--- src/watchdog_map.vh ---
`ifndef WATCHDOG_MAP_VH
`define WATCHDOG_MAP_VH

// ------------------------------------------------------------
// register byte addresses (24-bit bus address)
// ------------------------------------------------------------
`define ADDR_PRELOAD       24'hF00400
`define ADDR_CONTROL       24'hF00404
`define ADDR_SERVICE       24'hF00408
`define ADDR_LIVE_COUNT    24'hF0040C
`define ADDR_IRQ_STATUS    24'hF00410
`define ADDR_IRQ_MASK      24'hF00414

// ------------------------------------------------------------
// control register fields
// ------------------------------------------------------------
`define CTL_COUNTDOWN_EN   0
`define CTL_EXPIRY_FLAG    1
`define CTL_HIBER_HOLD_EN  2
`define CTL_WEEK_HOLD_EN   3
`define CTL_DEBUG_HOLD_EN  4

// ------------------------------------------------------------
// reset values
// ------------------------------------------------------------
`define RST_PRELOAD        16'hFFFF
`define RST_LIVE_COUNT     16'hFFFF
`define RST_CONTROL        8'h00
`define RST_IRQ_MASK       1'h0

// ------------------------------------------------------------
// timing
// ------------------------------------------------------------
`define CLK_PERIOD_NS      20
`define TICK_PERIOD_NS     1007000
`define TICK_CYC           16'hC4AE
`define PULSE_NS           30517
`define PULSE_CYC          11'h5F5

`endif

--- src/input_sync2.v ---
`default_nettype none

module input_sync2 #(
    parameter W = 3
) (
    input  wire         i_clk_sys,
    input  wire         i_rst_n,
    input  wire [W-1:0] i_async,
    output wire [W-1:0] o_sync
);

    reg [W-1:0] meta_q;
    reg [W-1:0] sync_q;

    always @(posedge i_clk_sys or negedge i_rst_n) begin
        if (!i_rst_n) begin
            meta_q <= {W{1'b0}};
            sync_q <= {W{1'b0}};
        end else begin
            meta_q <= i_async;
            sync_q <= meta_q;
        end
    end

    assign o_sync = sync_q;

endmodule

`default_nettype wire

--- src/tick_divider.v ---
`default_nettype none

module tick_divider #(
    parameter [15:0] TICK_CYC = 16'hC4AE
) (
    input  wire i_clk_sys,
    input  wire i_rst_n,
    input  wire i_run,
    input  wire i_restart,
    output wire o_tick
);

    reg  [15:0] cnt_q;
    reg  [15:0] cnt_d;
    wire        last;

    assign last   = (cnt_q == (TICK_CYC - 16'h0001));
    assign o_tick = i_run & ~i_restart & last;

    // holds at zero while stopped so a restart always gives a full period
    always @* begin
        cnt_d = cnt_q;
        if (i_restart || !i_run) begin
            cnt_d = 16'h0000;
        end else if (last) begin
            cnt_d = 16'h0000;
        end else begin
            cnt_d = cnt_q + 16'h0001;
        end
    end

    always @(posedge i_clk_sys or negedge i_rst_n) begin
        if (!i_rst_n) begin
            cnt_q <= 16'h0000;
        end else begin
            cnt_q <= cnt_d;
        end
    end

endmodule

`default_nettype wire

--- src/watchdog_timer_registers.v ---
// Overview of operation
// - preload resets all ones; writing reloads counter
// - debug hold bit lets debug input stall
// - expiry flag set by underflow, survives forced reset
// - write one clears expiry flag
// - countdown enable resets zero; software sets, clears
// - enabled hold inputs start, stop countdown
// - service strobe stores nothing, reads zero
// - service write while enabled reloads, restarts
// - service write ignored while disabled
// - live count read-only, resets all ones
// - decrement once per 1.007 ms tick
// - underflow pulses expiry output, wraps to preload
// - hold stops counter; release reloads preload
// - clearing enable stops counter at once

`include "watchdog_map.vh"
`default_nettype none

module watchdog_timer_registers #(
    parameter [15:0] TICK_CYC = `TICK_CYC
) (
    input  wire        i_clk_sys,
    input  wire        i_rst_n,
    input  wire        i_soft_rst,
    input  wire        i_psel,
    input  wire        i_penable,
    input  wire        i_pwrite,
    input  wire [23:0] i_paddr,
    input  wire [31:0] i_pwdata,
    output wire        o_pready,
    output wire        o_pslverr,
    output reg  [31:0] o_prdata,
    input  wire        i_debug_active,
    input  wire        i_hibernation_active,
    input  wire        i_week_timer_active,
    output reg         o_expiry_pulse,
    output wire        o_irq
);

    // ------------------------------------------------------------
    // register select
    // ------------------------------------------------------------
    localparam [2:0] SEL_PRELOAD = 3'h0;
    localparam [2:0] SEL_CONTROL = 3'h1;
    localparam [2:0] SEL_SERVICE = 3'h2;
    localparam [2:0] SEL_COUNT   = 3'h3;
    localparam [2:0] SEL_ISTAT   = 3'h4;
    localparam [2:0] SEL_IMASK   = 3'h5;
    localparam [2:0] SEL_NONE    = 3'h7;

    localparam [10:0] PULSE_CYC  = `PULSE_CYC;

    function [2:0] reg_select;
        input [23:0] addr;
        begin
            case (addr)
                `ADDR_PRELOAD:    reg_select = SEL_PRELOAD;
                `ADDR_CONTROL:    reg_select = SEL_CONTROL;
                `ADDR_SERVICE:    reg_select = SEL_SERVICE;
                `ADDR_LIVE_COUNT: reg_select = SEL_COUNT;
                `ADDR_IRQ_STATUS: reg_select = SEL_ISTAT;
                `ADDR_IRQ_MASK:   reg_select = SEL_IMASK;
                default:          reg_select = SEL_NONE;
            endcase
        end
    endfunction

    // ------------------------------------------------------------
    // state
    // ------------------------------------------------------------
    reg  [15:0] preload_q;
    reg  [15:0] count_q;
    reg  [15:0] count_d;
    reg         enable_q;
    reg         debug_hold_en_q;
    reg         week_hold_en_q;
    reg         hiber_hold_en_q;
    reg         expiry_flag_q;
    reg         irq_status_q;
    reg         irq_mask_q;
    reg         stall_q;
    reg  [10:0] pulse_cnt_q;
    reg  [10:0] pulse_cnt_d;

    wire [2:0]  sel;
    wire        access;
    wire        wr;
    wire        wr_preload;
    wire        wr_control;
    wire        wr_service;
    wire        wr_istat;
    wire        wr_imask;
    wire [2:0]  active_sync;
    wire        stall;
    wire        run;
    wire        activate;
    wire        stall_release;
    wire        kick;
    wire        reload;
    wire        tick;
    wire        underflow;
    wire [7:0]  control_rd;

    // ------------------------------------------------------------
    // apb slave: zero wait states, error on unmapped address
    // ------------------------------------------------------------
    assign sel        = reg_select(i_paddr);
    assign access     = i_psel & i_penable;
    assign o_pready   = 1'b1;
    assign o_pslverr  = access & (sel == SEL_NONE);
    assign wr         = access & i_pwrite;
    assign wr_preload = wr & (sel == SEL_PRELOAD);
    assign wr_control = wr & (sel == SEL_CONTROL);
    assign wr_service = wr & (sel == SEL_SERVICE);
    assign wr_istat   = wr & (sel == SEL_ISTAT);
    assign wr_imask   = wr & (sel == SEL_IMASK);

    assign control_rd = {3'h0,
                         debug_hold_en_q, week_hold_en_q, hiber_hold_en_q,
                         expiry_flag_q, enable_q};

    // read data captured in the setup cycle, stable through access
    always @(posedge i_clk_sys or negedge i_rst_n) begin
        if (!i_rst_n) begin
            o_prdata <= 32'h00000000;
        end else if (i_psel && !i_penable && !i_pwrite) begin
            case (sel)
                SEL_PRELOAD: o_prdata <= {16'h0000, preload_q};
                SEL_CONTROL: o_prdata <= {24'h000000, control_rd};
                SEL_SERVICE: o_prdata <= 32'h00000000;
                SEL_COUNT:   o_prdata <= {16'h0000, count_q};
                SEL_ISTAT:   o_prdata <= {31'h00000000, irq_status_q};
                SEL_IMASK:   o_prdata <= {31'h00000000, irq_mask_q};
                default:     o_prdata <= 32'h00000000;
            endcase
        end
    end

    // ------------------------------------------------------------
    // hold inputs from other blocks
    // ------------------------------------------------------------
    input_sync2 #(
        .W(3)
    ) u_sync (
        .i_clk_sys (i_clk_sys),
        .i_rst_n   (i_rst_n),
        .i_async   ({i_debug_active, i_week_timer_active, i_hibernation_active}),
        .o_sync    (active_sync)
    );

    // bits three and two are expected to stay zero; they still gate their input
    assign stall = enable_q &
                   ((debug_hold_en_q & active_sync[2]) |
                    (week_hold_en_q  & active_sync[1]) |
                    (hiber_hold_en_q & active_sync[0]));

    assign run           = enable_q & ~stall;
    assign activate      = wr_control & i_pwdata[`CTL_COUNTDOWN_EN] & ~enable_q;
    assign stall_release = stall_q & ~stall & enable_q;
    assign kick          = wr_service & enable_q;
    assign reload        = wr_preload | kick | activate | stall_release;

    // ------------------------------------------------------------
    // countdown tick
    // ------------------------------------------------------------
    tick_divider #(
        .TICK_CYC(TICK_CYC)
    ) u_tick (
        .i_clk_sys (i_clk_sys),
        .i_rst_n   (i_rst_n),
        .i_run     (run),
        .i_restart (reload),
        .o_tick    (tick)
    );

    // counter passing through one ends the interval
    assign underflow = tick & (count_q <= 16'h0001);

    // ------------------------------------------------------------
    // counter
    // ------------------------------------------------------------
    always @* begin
        count_d = count_q;
        if (wr_preload) begin
            count_d = i_pwdata[15:0];
        end else if (kick || activate || stall_release) begin
            count_d = preload_q;
        end else if (underflow) begin
            count_d = preload_q;
        end else if (tick) begin
            count_d = count_q - 16'h0001;
        end
    end

    always @(posedge i_clk_sys or negedge i_rst_n) begin
        if (!i_rst_n) begin
            count_q   <= `RST_LIVE_COUNT;
            preload_q <= `RST_PRELOAD;
            stall_q   <= 1'b0;
        end else if (i_soft_rst) begin
            count_q   <= `RST_LIVE_COUNT;
            preload_q <= `RST_PRELOAD;
            stall_q   <= 1'b0;
        end else begin
            count_q   <= count_d;
            stall_q   <= stall;
            if (wr_preload) begin
                preload_q <= i_pwdata[15:0];
            end
        end
    end

    // ------------------------------------------------------------
    // control register
    // ------------------------------------------------------------
    always @(posedge i_clk_sys or negedge i_rst_n) begin
        if (!i_rst_n) begin
            enable_q        <= 1'b0;
            debug_hold_en_q <= 1'b0;
            week_hold_en_q  <= 1'b0;
            hiber_hold_en_q <= 1'b0;
        end else if (i_soft_rst) begin
            enable_q        <= 1'b0;
            debug_hold_en_q <= 1'b0;
            week_hold_en_q  <= 1'b0;
            hiber_hold_en_q <= 1'b0;
        end else if (wr_control) begin
            enable_q        <= i_pwdata[`CTL_COUNTDOWN_EN];
            debug_hold_en_q <= i_pwdata[`CTL_DEBUG_HOLD_EN];
            week_hold_en_q  <= i_pwdata[`CTL_WEEK_HOLD_EN];
            hiber_hold_en_q <= i_pwdata[`CTL_HIBER_HOLD_EN];
        end
    end

    // survives the forced reset; only power-on clears it by hardware
    always @(posedge i_clk_sys or negedge i_rst_n) begin
        if (!i_rst_n) begin
            expiry_flag_q <= 1'b0;
        end else begin
            expiry_flag_q <= underflow |
                             (expiry_flag_q &
                              ~(wr_control & i_pwdata[`CTL_EXPIRY_FLAG]));
        end
    end

    // ------------------------------------------------------------
    // interrupt status and mask
    // ------------------------------------------------------------
    always @(posedge i_clk_sys or negedge i_rst_n) begin
        if (!i_rst_n) begin
            irq_status_q <= 1'b0;
            irq_mask_q   <= `RST_IRQ_MASK;
        end else if (i_soft_rst) begin
            irq_status_q <= underflow;
            irq_mask_q   <= `RST_IRQ_MASK;
        end else begin
            irq_status_q <= underflow | (irq_status_q & ~(wr_istat & i_pwdata[0]));
            if (wr_imask) begin
                irq_mask_q <= i_pwdata[0];
            end
        end
    end

    assign o_irq = irq_status_q & irq_mask_q;

    // ------------------------------------------------------------
    // expiry pulse stretch to one slow-clock period
    // ------------------------------------------------------------
    always @* begin
        pulse_cnt_d = pulse_cnt_q;
        if (underflow) begin
            pulse_cnt_d = PULSE_CYC;
        end else if (pulse_cnt_q != 11'h000) begin
            pulse_cnt_d = pulse_cnt_q - 11'h001;
        end
    end

    // not cut by the forced reset it triggers
    always @(posedge i_clk_sys or negedge i_rst_n) begin
        if (!i_rst_n) begin
            pulse_cnt_q    <= 11'h000;
            o_expiry_pulse <= 1'b0;
        end else begin
            pulse_cnt_q    <= pulse_cnt_d;
            o_expiry_pulse <= (pulse_cnt_d != 11'h000);
        end
    end

endmodule

`default_nettype wire

--- config.mk ---
export PLATFORM = sky130hd
export DESIGN_NAME = watchdog_timer_registers
export DESIGN_NICKNAME = d
export VERILOG_FILES = /design/src/input_sync2.v /design/src/tick_divider.v /design/src/watchdog_timer_registers.v
export VERILOG_INCLUDE_DIRS = /design/src
export SDC_FILE = /design/constraint.sdc
export NUM_CORES = 1
export LEC_CHECK = 0
export ABC_AREA = 1
export BUFFER_PORTS_ARGS = -buffer_cell sky130_fd_sc_hd__buf_4
export CAP_MARGIN = 25
export CORE_MARGIN = 2
export CORE_UTILIZATION = 39
export DETAILED_ROUTE_END_ITERATION = 8
export MAX_ROUTING_LAYER = met4
export SYNTH_ARGS = -nofsm -noshare
export SYNTH_HDL_FRONTEND = slang
export SYNTH_SLANG_ARGS = --single-unit
--- constraint.sdc ---
create_clock -name i_clk_sys -period 6.5 [get_ports i_clk_sys]
set_clock_uncertainty 0.15 [all_clocks]
set_input_delay 0.65 -clock i_clk_sys [delete_from_list [all_inputs] [get_ports i_clk_sys]]
set_output_delay 0.65 -clock i_clk_sys [all_outputs]
set_load 0.02 [all_outputs]
==> impl_metrics.ini, run 1 <==
[synth]
syn_avg_cell_area_um2 = 7.90
synth-edff-count = 0
synth-seq-area-share_pct = 42.4
async_flop_share_pct = 100
synth-seq-cells = 90
ys_types = 44
synth_top_family_by_area = simple AND/OR/NAND/NOR gates
yosys.area_share.adder_pct = 1.16
ys.flop_type = dfrtp_1
synthXorXnorAreaFrac_pct = 4.05
yosys_warnings = 0
synthCells = 684
synth-compound-area-share_pct = 9.86
synth_mux_area_share_pct = 3.12
synthSimpleGateAreaFrac_pct = 28.3
synth_area_um2 = 5410

[die]
rows = 43
io_pins = 101
die_w_um = 122
initial_core_util_pct = 39.4
dieArea_um2 = 14800
die_h_um = 122
coreArea_um2 = 13700

[sta]
setup_viol = 0
worst_pin_slew_ns = 0.884
setup_tns_ns = 0
fmax_mhz = 327
finalHoldViolCount = 0
slew_headroom_pct = 41.0
fin_crit_ns = 3.06
timing.final.ws_setup_ns = 3.44
rsz0062_at_grt = no
slew_viol_final = 0
finalCritPeriodShare_pct = 47.1

[critical_path]
cp_data_required_time_ns = 6.63
path_max_fanout = 26
worstPathArrival_ns = 3.19
critPathLaunchType = input port
timing.critical_path.cells = buf_4 -> nor2_2 -> nand2_1 -> nor2_2 -> nor2_1 -> nor2_2 -> nand2_1 -> inv_1 -> nor2_1 -> nor2_2 -> nand3_2 -> nand2_2 -> nand2_1 -> nand3_1 -> a21oi_2
cpPeakStageDelay_ns = 0.54
critPathBufInv = 2
crit_slowest_cell = nand2_2
path_common_cell = nor2_2
critPathTopFamily = simple AND/OR/NAND/NOR gates
crit_type = input port to flip-flop
endpoint_kind = flip-flop

[layout]
syn2layout_area_growth_pct = 16.7
final_cell_mix = inv_1 (99), nand2_1 (96), nor2_1 (87), nand3_1 (70), buf_4 (69)
fill_cells = 1378
final_common_cell = inv_1
nNetsFinal = 817
insertedDiodeCount = 0
drive_gt1_share_pct = 23.1

[power]
power.leakage_nw = 3.06
power_density_nw_per_um2 = 198
ir_drop_uv = 149

[grt]
use_met2_pct = 31.4
grt_busiest_layer = met2
grt_pass1_wl_um = 22200
first_global_vias = 4654
track_usage_pct = 19.4
grtUsageMet3_pct = 4.31
use_met1_pct = 24.7
antenna_found_initial = 0
grt_start_max_net_pins = 71
grt_overflow = 0

[routing]
drc = 0
vias_per_cell = 4.93
ant_nets = 0
drt_iter0_markers = 227
dr_total_vias = 4595
routed_wl_um = 13200
routedWlPerCell_um = 14.2
firstDrtPassIters = 4

[status]
status = complete, no violations

[placed_design]
io_buffers = 67
dp_slack_ns = 3.07
dpl.hpwl_um = 9390
routabilityCongestion = 0.845

[clocking]
cts_hold_buf = 0
cts_inserted_buffers = 9
ctsHtreeMaxLevel = 3
cts_root_buf = clkbuf_16
clkLatencyLatePin_ns = 0.35
path_clk_slew_ns = 0.06
post-cts-setup-buffer-count = 0
cts_num_sinks = 90
cts_tree = done
cts_max_path_buffers = 2
ctsResizeCount = 0

[min_path]
hp-class = input port to asynchronous set/reset pin

[flow_run]
cap_violations = 0
==> worst paths after layout <==
path	startpoint	to	slack (ns)	depth (start not counted)
max in group asynchronous	i_rst_n	u_tick.cnt_q[7]	5.02	2
min in group i_clk_sys	u_sync.meta_q[1]	u_sync.o_sync[1]	0.20	0
worst min-delay path	i_rst_n	o_prdata[0]	0.03	1
worst min register to register	u_sync.meta_q[1]	u_sync.o_sync[1]	0.20	0
worst max register to register	count_q[0]	count_q[1]	3.51	11
worst max-delay path	i_paddr[7]	count_q[1]	3.44	15
==> report_power, final <==
part,total (mW),internal (mW),switching [mW],leakage [nW]
registers,0.594,0.586,0.00841,1.09
clock network,0.537,0.317,0.221,0.151
logic,0.117,0.0424,0.0743,1.82
==> cells in the mapped netlist, types with 4 or more instances <==
library cell  number  area (um^2)
inv_1             99          372
nand2_1           96          360
nor2_1            87          327
nand3_1           70          350
dfrtp_1           58         1450
o21ai_0           44          220
dfstp_2           32          841
xor2_1            21          184
buf_4             18          135
nor2_2            16          100
mux2_2            15          169
nor3_1            15         75.1
a21oi_1           13         65.1
nand4_1           13         81.3
a21oi_2           10         87.6
o22ai_1           10         62.6
nor4_1             8         50.1
buf_2              5         25.0
clkbuf_1           5         18.8
ha_1               5         62.6
xnor2_1            4         35.0
==> layout make-up <==
| type | count | area (um^2) | area share [%] |
|---|---|---|---|
| flip-flops and latches | 90 | 2290 | 36.3 |
| clock buffers | 11 | 253 | 4.01 |
| clock inverters | 5 | 52.6 | 0.833 |
| well taps | 180 | 225 | 3.57 |
| inverters | 101 | 382 | 6.05 |
| repair buffers | 69 | 518 | 8.21 |
| multi-input cells | 476 | 2580 | 41.0 |
==> layer usage <==
metal  vias to the layer above  wire length [um]
met5                         -                 0
met2                        85              6340
met3                        16               555
li1                       2317                 -
met1                      2177              6120
met4                         0               191
==> sequential cells by signal (all words and copies together), names as in the netlist, 3 cells and up <==
signal and cells:
count_q 16, o_prdata 16, preload_q 16, u_tick.cnt_q 16, pulse_cnt_q 11, u_sync.meta_q 3
u_sync.o_sync 3
==> through the flow <==
step | util [%] | std cells | power [mW] | hold slack [ns] | area, um^2
6_report | 46.0 | 932 | 1.25 | 0.0251 | 6310
5_1_grt | 46.0 | 932 | 1.30 | 0.0393 | 6310
4_1_cts | 46.0 | 932 | 1.26 | 0.0261 | 6310
3_5_place_dp | 43.7 | 916 | 0.721 | 0.186 | 6000
3_3_place_gp | 43.7 | 916 | 0.719 | 0.188 | 6000
2_1_floorplan | - | 699 | 0.676 | 0.181 | 5460
==> cell families (layout without fill, tap and decap cells) <==
logic type,after synthesis,in the layout
simple gates,325,325
buf+inv,133,186
flops,90,90
compound gates,89,89
xor+xnor,25,25
mux,15,15
fa+ha+maj,5,5
other cells,2,17
(Power assumes the default switching activity.)
==> run 2, diff against run 1 <==
==> constraint.sdc (replaced) <==
create_clock -name i_clk_sys -period 3.2 [get_ports i_clk_sys]
set_clock_uncertainty 0.15 [all_clocks]
set_input_delay 0.32 -clock i_clk_sys [delete_from_list [all_inputs] [get_ports i_clk_sys]]
set_output_delay 0.32 -clock i_clk_sys [all_outputs]
set_load 0.02 [all_outputs]
==> run 2 against run 1 <==
  * Critical path depth down 4
  * Non-clock buffer count increased by 11
  * Via count is 3.9% higher
  * First-iteration DRC count is 30% higher
  * Final area increased by 1.2%
  * Cell count rose by 1.2%
  * Largest cell class unchanged
==> impl_metrics.ini, run 2 (synthesis gave the netlist of run 1 again) <==
[status]
status = complete, no violations

[clocking]
cts_num_sinks = 90
cts_root_buf = clkbuf_16
cts_tree = done
ctsResizeCount = 0
path_clk_slew_ns = 0.06
cts_hold_buf = 4
cts_inserted_buffers = 9
ctsHtreeMaxLevel = 3
clkLatencyLatePin_ns = 0.35
post-cts-setup-buffer-count = 0
cts_max_path_buffers = 2

[sta]
worst_pin_slew_ns = 0.678
timing.final.ws_setup_ns = 0.454
setup_viol = 0
fmax_mhz = 364
slew_viol_final = 0
rsz0062_at_grt = no
finalCritPeriodShare_pct = 85.8
fin_crit_ns = 2.75
setup_tns_ns = 0
finalHoldViolCount = 0
slew_headroom_pct = 54.7

[routing]
routedWlPerCell_um = 14.2
drc = 0
dr_total_vias = 4772
routed_wl_um = 13400
drt_iter0_markers = 295
vias_per_cell = 5.06
firstDrtPassIters = 5
ant_nets = 0

[die]
initial_core_util_pct = 39.4
coreArea_um2 = 13700
rows = 43
io_pins = 101
die_w_um = 122
die_h_um = 122
dieArea_um2 = 14800

[grt]
grt_start_max_net_pins = 42
antenna_found_initial = 0
track_usage_pct = 19.6
first_global_vias = 4726
grt_pass1_wl_um = 22500
grt_overflow = 0

[placed_design]
dp_slack_ns = 0.448
dpl.hpwl_um = 9700
io_buffers = 67
dp.cells = 923
routabilityCongestion = 0.860

[critical_path]
worstPathArrival_ns = 2.83
path_max_fanout = 8
timing.critical_path.cells = inv_1 -> ha_1 -> nor3b_1 -> nand2_1 -> nor2_1 -> nand3b_1 -> o21ai_0 -> nand4_1 -> nand3b_1 -> nor2_1 -> nand2_1
cp_data_required_time_ns = 3.28
critPathLaunchType = flip-flop
crit_slowest_cell = dfrtp_1
crit_type = flip-flop to flip-flop
endpoint_kind = flip-flop
cpPeakStageDelay_ns = 0.36

[power]
ir_drop_uv = 226
power_density_nw_per_um2 = 394
power.leakage_nw = 3.10

[layout]
final_cell_mix = inv_1 (99), nand2_1 (96), nor2_1 (87), buf_4 (76), nand3_1 (70)
instances_no_fill = 943
final_common_cell = inv_1
drive_gt1_share_pct = 23.3
nNetsFinal = 828
insertedDiodeCount = 0
syn2layout_area_growth_pct = 18.1
fill_cells = 1359

[min_path]
hp-class = input port to flip-flop

[flow_run]
cap_violations = 0
## run 2: worst paths after layout
check,start,depth (start not counted),slack [ns],endpoint
min,i_pwdata[13],3,0.07,preload_q[13]
max reg2reg,pulse_cnt_q[0],11,0.45,o_expiry_pulse
max,pulse_cnt_q[0],11,0.45,o_expiry_pulse
min in group asynchronous,i_rst_n,2,0.35,pulse_cnt_q[4]
min reg2reg,u_sync.meta_q[1],0,0.20,u_sync.o_sync[1]
max in group asynchronous,i_rst_n,3,1.81,count_q[1]
## run 2: power breakdown
group          switching, mW  total, mW  internal (mW)
logic                  0.153      0.246         0.0930
clock network          0.435       1.06          0.625
registers             0.0170       1.21           1.19
total                  0.605       2.51           1.91
## run 2: cell type report
cell class / count / area, um^2 / area share, %
flip-flops and latches: 90 / 2290 / 35.9
clock inverters: 3 / 40.0 / 0.627
multi-input cells: 476 / 2580 / 40.5
well taps: 180 / 225 / 3.53
clock buffers: 13 / 250 / 3.92
inverters: 101 / 382 / 5.98
repair buffers: 80 / 611 / 9.56
## run 2: worst max-delay path, delay by kind of cell (launching register included)
kind            cells  cell delay [ns]
compound gates      1             0.32
fa+ha+maj           1             0.19
buf+inv             1             0.10
flops               1             0.36
simple gates        8             1.51
## run 2: through the flow
step / hold slack [ns] / utilization (%) / total power, mW / area [um^2]
6_report: 0.0701 / 46.5 / 2.51 / 6380
5_1_grt: 0.0730 / 46.5 / 2.62 / 6380
4_1_cts: 0.0632 / 46.5 / 2.54 / 6380
3_5_place_dp: 0.185 / 44.1 / 1.47 / 6050
3_3_place_gp: 0.183 / 44.1 / 1.46 / 6050
2_1_floorplan: -0.126 / - / 1.37 / 5460
## run 2: routing by layer
metal / wire, um / GRT usage [%]
met3: 738 / 4.73
met4: 169 / 4.24
met2: 6410 / 31.8
met1: 6070 / 25.0
met5: 0 / -
==> run 3, diff against run 2 <==
--- a/config.mk
+++ b/config.mk
@@ -9,10 +9,13 @@
 export ABC_AREA = 1
 export BUFFER_PORTS_ARGS = -buffer_cell sky130_fd_sc_hd__buf_4
 export CAP_MARGIN = 25
+export CELL_PAD_IN_SITES_DETAIL_PLACEMENT = 1
+export CELL_PAD_IN_SITES_GLOBAL_PLACEMENT = 1
 export CORE_MARGIN = 2
 export CORE_UTILIZATION = 39
 export DETAILED_ROUTE_END_ITERATION = 8
 export MAX_ROUTING_LAYER = met4
+export PLACE_DENSITY_LB_ADDON = 0.1
 export SYNTH_ARGS = -nofsm -noshare
 export SYNTH_HDL_FRONTEND = slang
 export SYNTH_SLANG_ARGS = --single-unit
==> run 3 against run 2 <==
  * Final area decreased by 0.43%
  * Register-to-register slack about the same
  * Via count increased by 0.46%
  * Clock power decreased by 7%
  * Die area unchanged
  * Worst hold slack improved by 0.0022 ns
  * Sequential power about the same
  * Total power decreased by 2.9%
  * First-iteration DRC count decreased by 40%
  * Global-route usage increased by 2.9 points
  * Combinational power increased by 2%
  * Critical path type unchanged
==> impl_metrics.ini, run 3 (synthesis gave the netlist of run 1 again) <==
[sta]
fmax_mhz = 364
slew_viol_final = 0
setup_viol = 0
finalHoldViolCount = 0
worst_pin_slew_ns = 0.635
finalCritPeriodShare_pct = 86.0
fin_crit_ns = 2.75
slew_headroom_pct = 57.6
rsz0062_at_grt = no
setup_tns_ns = 0

[grt]
track_usage_pct = 22.5
grt_overflow = 0
grt_start_max_net_pins = 48
grt_pass1_wl_um = 25400
antenna_found_initial = 0
first_global_vias = 5054

[clocking]
cts_max_path_buffers = 2
post-cts-setup-buffer-count = 0
ctsResizeCount = 0
ctsHtreeMaxLevel = 3
cts_root_buf = clkbuf_16
clkLatencyLatePin_ns = 0.35
cts_num_sinks = 90
cts_tree = done
cts_hold_buf = 4
path_clk_slew_ns = 0.07
cts_inserted_buffers = 9

[power]
intPower_mw = 1.81
power.switching_uw = 632
comb_power_share_pct = 10.3
ir_drop_uv = 294
sw_frac_of_total_pct = 25.9
power_frac_clock_pct = 40.2
seqPwrFrac_pct = 49.4
power.leakage_nw = 3.08
power_density_nw_per_um2 = 384
fin_total_pwr_mw = 2.44

[die]
die_w_um = 122
initial_core_util_pct = 39.4
coreArea_um2 = 13700
io_pins = 101
die_h_um = 122
rows = 43
dieArea_um2 = 14800

[min_path]
hp-class = input port to flip-flop

[layout]
fill_cells = 1740
nNetsFinal = 826
final_common_cell = inv_1
insertedDiodeCount = 0
drive_gt1_share_pct = 23.3
instances_no_fill = 941
final_cell_mix = inv_1 (99), nand2_1 (96), nor2_1 (87), buf_4 (73), nand3_1 (70)
syn2layout_area_growth_pct = 17.6

[routing]
routedWlPerCell_um = 16.2
drc = 0
firstDrtPassIters = 4
drt_iter0_markers = 178
ant_nets = 0
vias_per_cell = 5.09
dr_total_vias = 4794
routed_wl_um = 15300

[critical_path]
cpPeakStageDelay_ns = 0.36
worstPathArrival_ns = 2.84
crit_type = flip-flop to flip-flop
endpoint_kind = flip-flop
path_max_fanout = 8
crit_slowest_cell = dfrtp_1
timing.critical_path.cells = inv_1 -> ha_1 -> nor3b_1 -> nand2_1 -> nor2_1 -> nand3b_1 -> o21ai_0 -> nand4_1 -> nand3b_1 -> nor2_1 -> nand2_1
critPathLaunchType = flip-flop
cp_data_required_time_ns = 3.29

[status]
status = complete, no violations

[placed_design]
dp.cells = 921
io_buffers = 67
dpl.hpwl_um = 10900
routabilityCongestion = 0.833

[flow_run]
cap_violations = 0
==> run 3: path summary, 6_finish.rpt <==
check / startpoint / to / slack, ns / cells past startpoint
worst min register to register: u_sync.meta_q[0] / u_sync.o_sync[0] / 0.20 / 0
max in group asynchronous: i_rst_n / count_q[15] / 1.80 / 3
min in group asynchronous: i_rst_n / u_tick.cnt_q[5] / 0.38 / 2
worst min-delay path: i_pwdata[14] / preload_q[14] / 0.07 / 3
worst max register to register: pulse_cnt_q[0] / o_expiry_pulse / 0.45 / 11
worst max-delay path: pulse_cnt_q[0] / o_expiry_pulse / 0.45 / 11
==> run 3: stage by stage <==
step                utilization (%)  hold WS [ns]  instance area [um^2]  setup WS [ns]
finish                         46.3        0.0724                  6360          0.449
global route                   46.3        0.0765                  6360          0.105
CTS                            46.3        0.0643                  6360          0.392
detailed placement             44.1         0.186                  6050          0.392
global placement               44.1         0.186                  6050          0.467
floorplan                         -        -0.126                  5460          0.929
==> run 3: final cells by class <==
type	count	area [um^2]	share of cell area (%)
Multi-Input combinational cell	476	2580	40.7
Sequential cell	90	2290	36.1
Timing Repair Buffer	78	608	9.57
Inverter	101	382	6.00
Clock buffer	11	233	3.66
Tap cell	180	225	3.54
Clock inverter	5	32.5	0.512
==> run 3: critical path, delay by kind of cell, from the launching register on <==
family / cells / cell delay [ns]
AOI/OAI and AO/OA: 1 / 0.35
adders and majority gates: 1 / 0.19
buffers and inverters: 1 / 0.10
DFF: 1 / 0.36
and+or+nand+nor: 8 / 1.50
==> run 3: power by group through the flow <==
stage | Clock, mW | Combinational (mW) | Sequential [mW]
2_1_floorplan | 0 | 0.151 | 1.22
3_3_place_gp | 0 | 0.240 | 1.23
3_5_place_dp | 0 | 0.248 | 1.23
4_1_cts | 1.01 | 0.254 | 1.21
5_1_grt | 1.06 | 0.283 | 1.21
6_report | 0.982 | 0.252 | 1.21
==> run 3: metal layers <==
layer  vias to the layer above  global-route usage, %  part of all wire (%)  wire, um
li1                       2331                      -                     -         -
met2                        84                   36.6                    48      7270
met1                      2358                   28.8                    47      7180
met4                         0                   7.61                   2.1       321
met5                         -                      -                     0         0
met3                        21                   3.51                   3.2       496
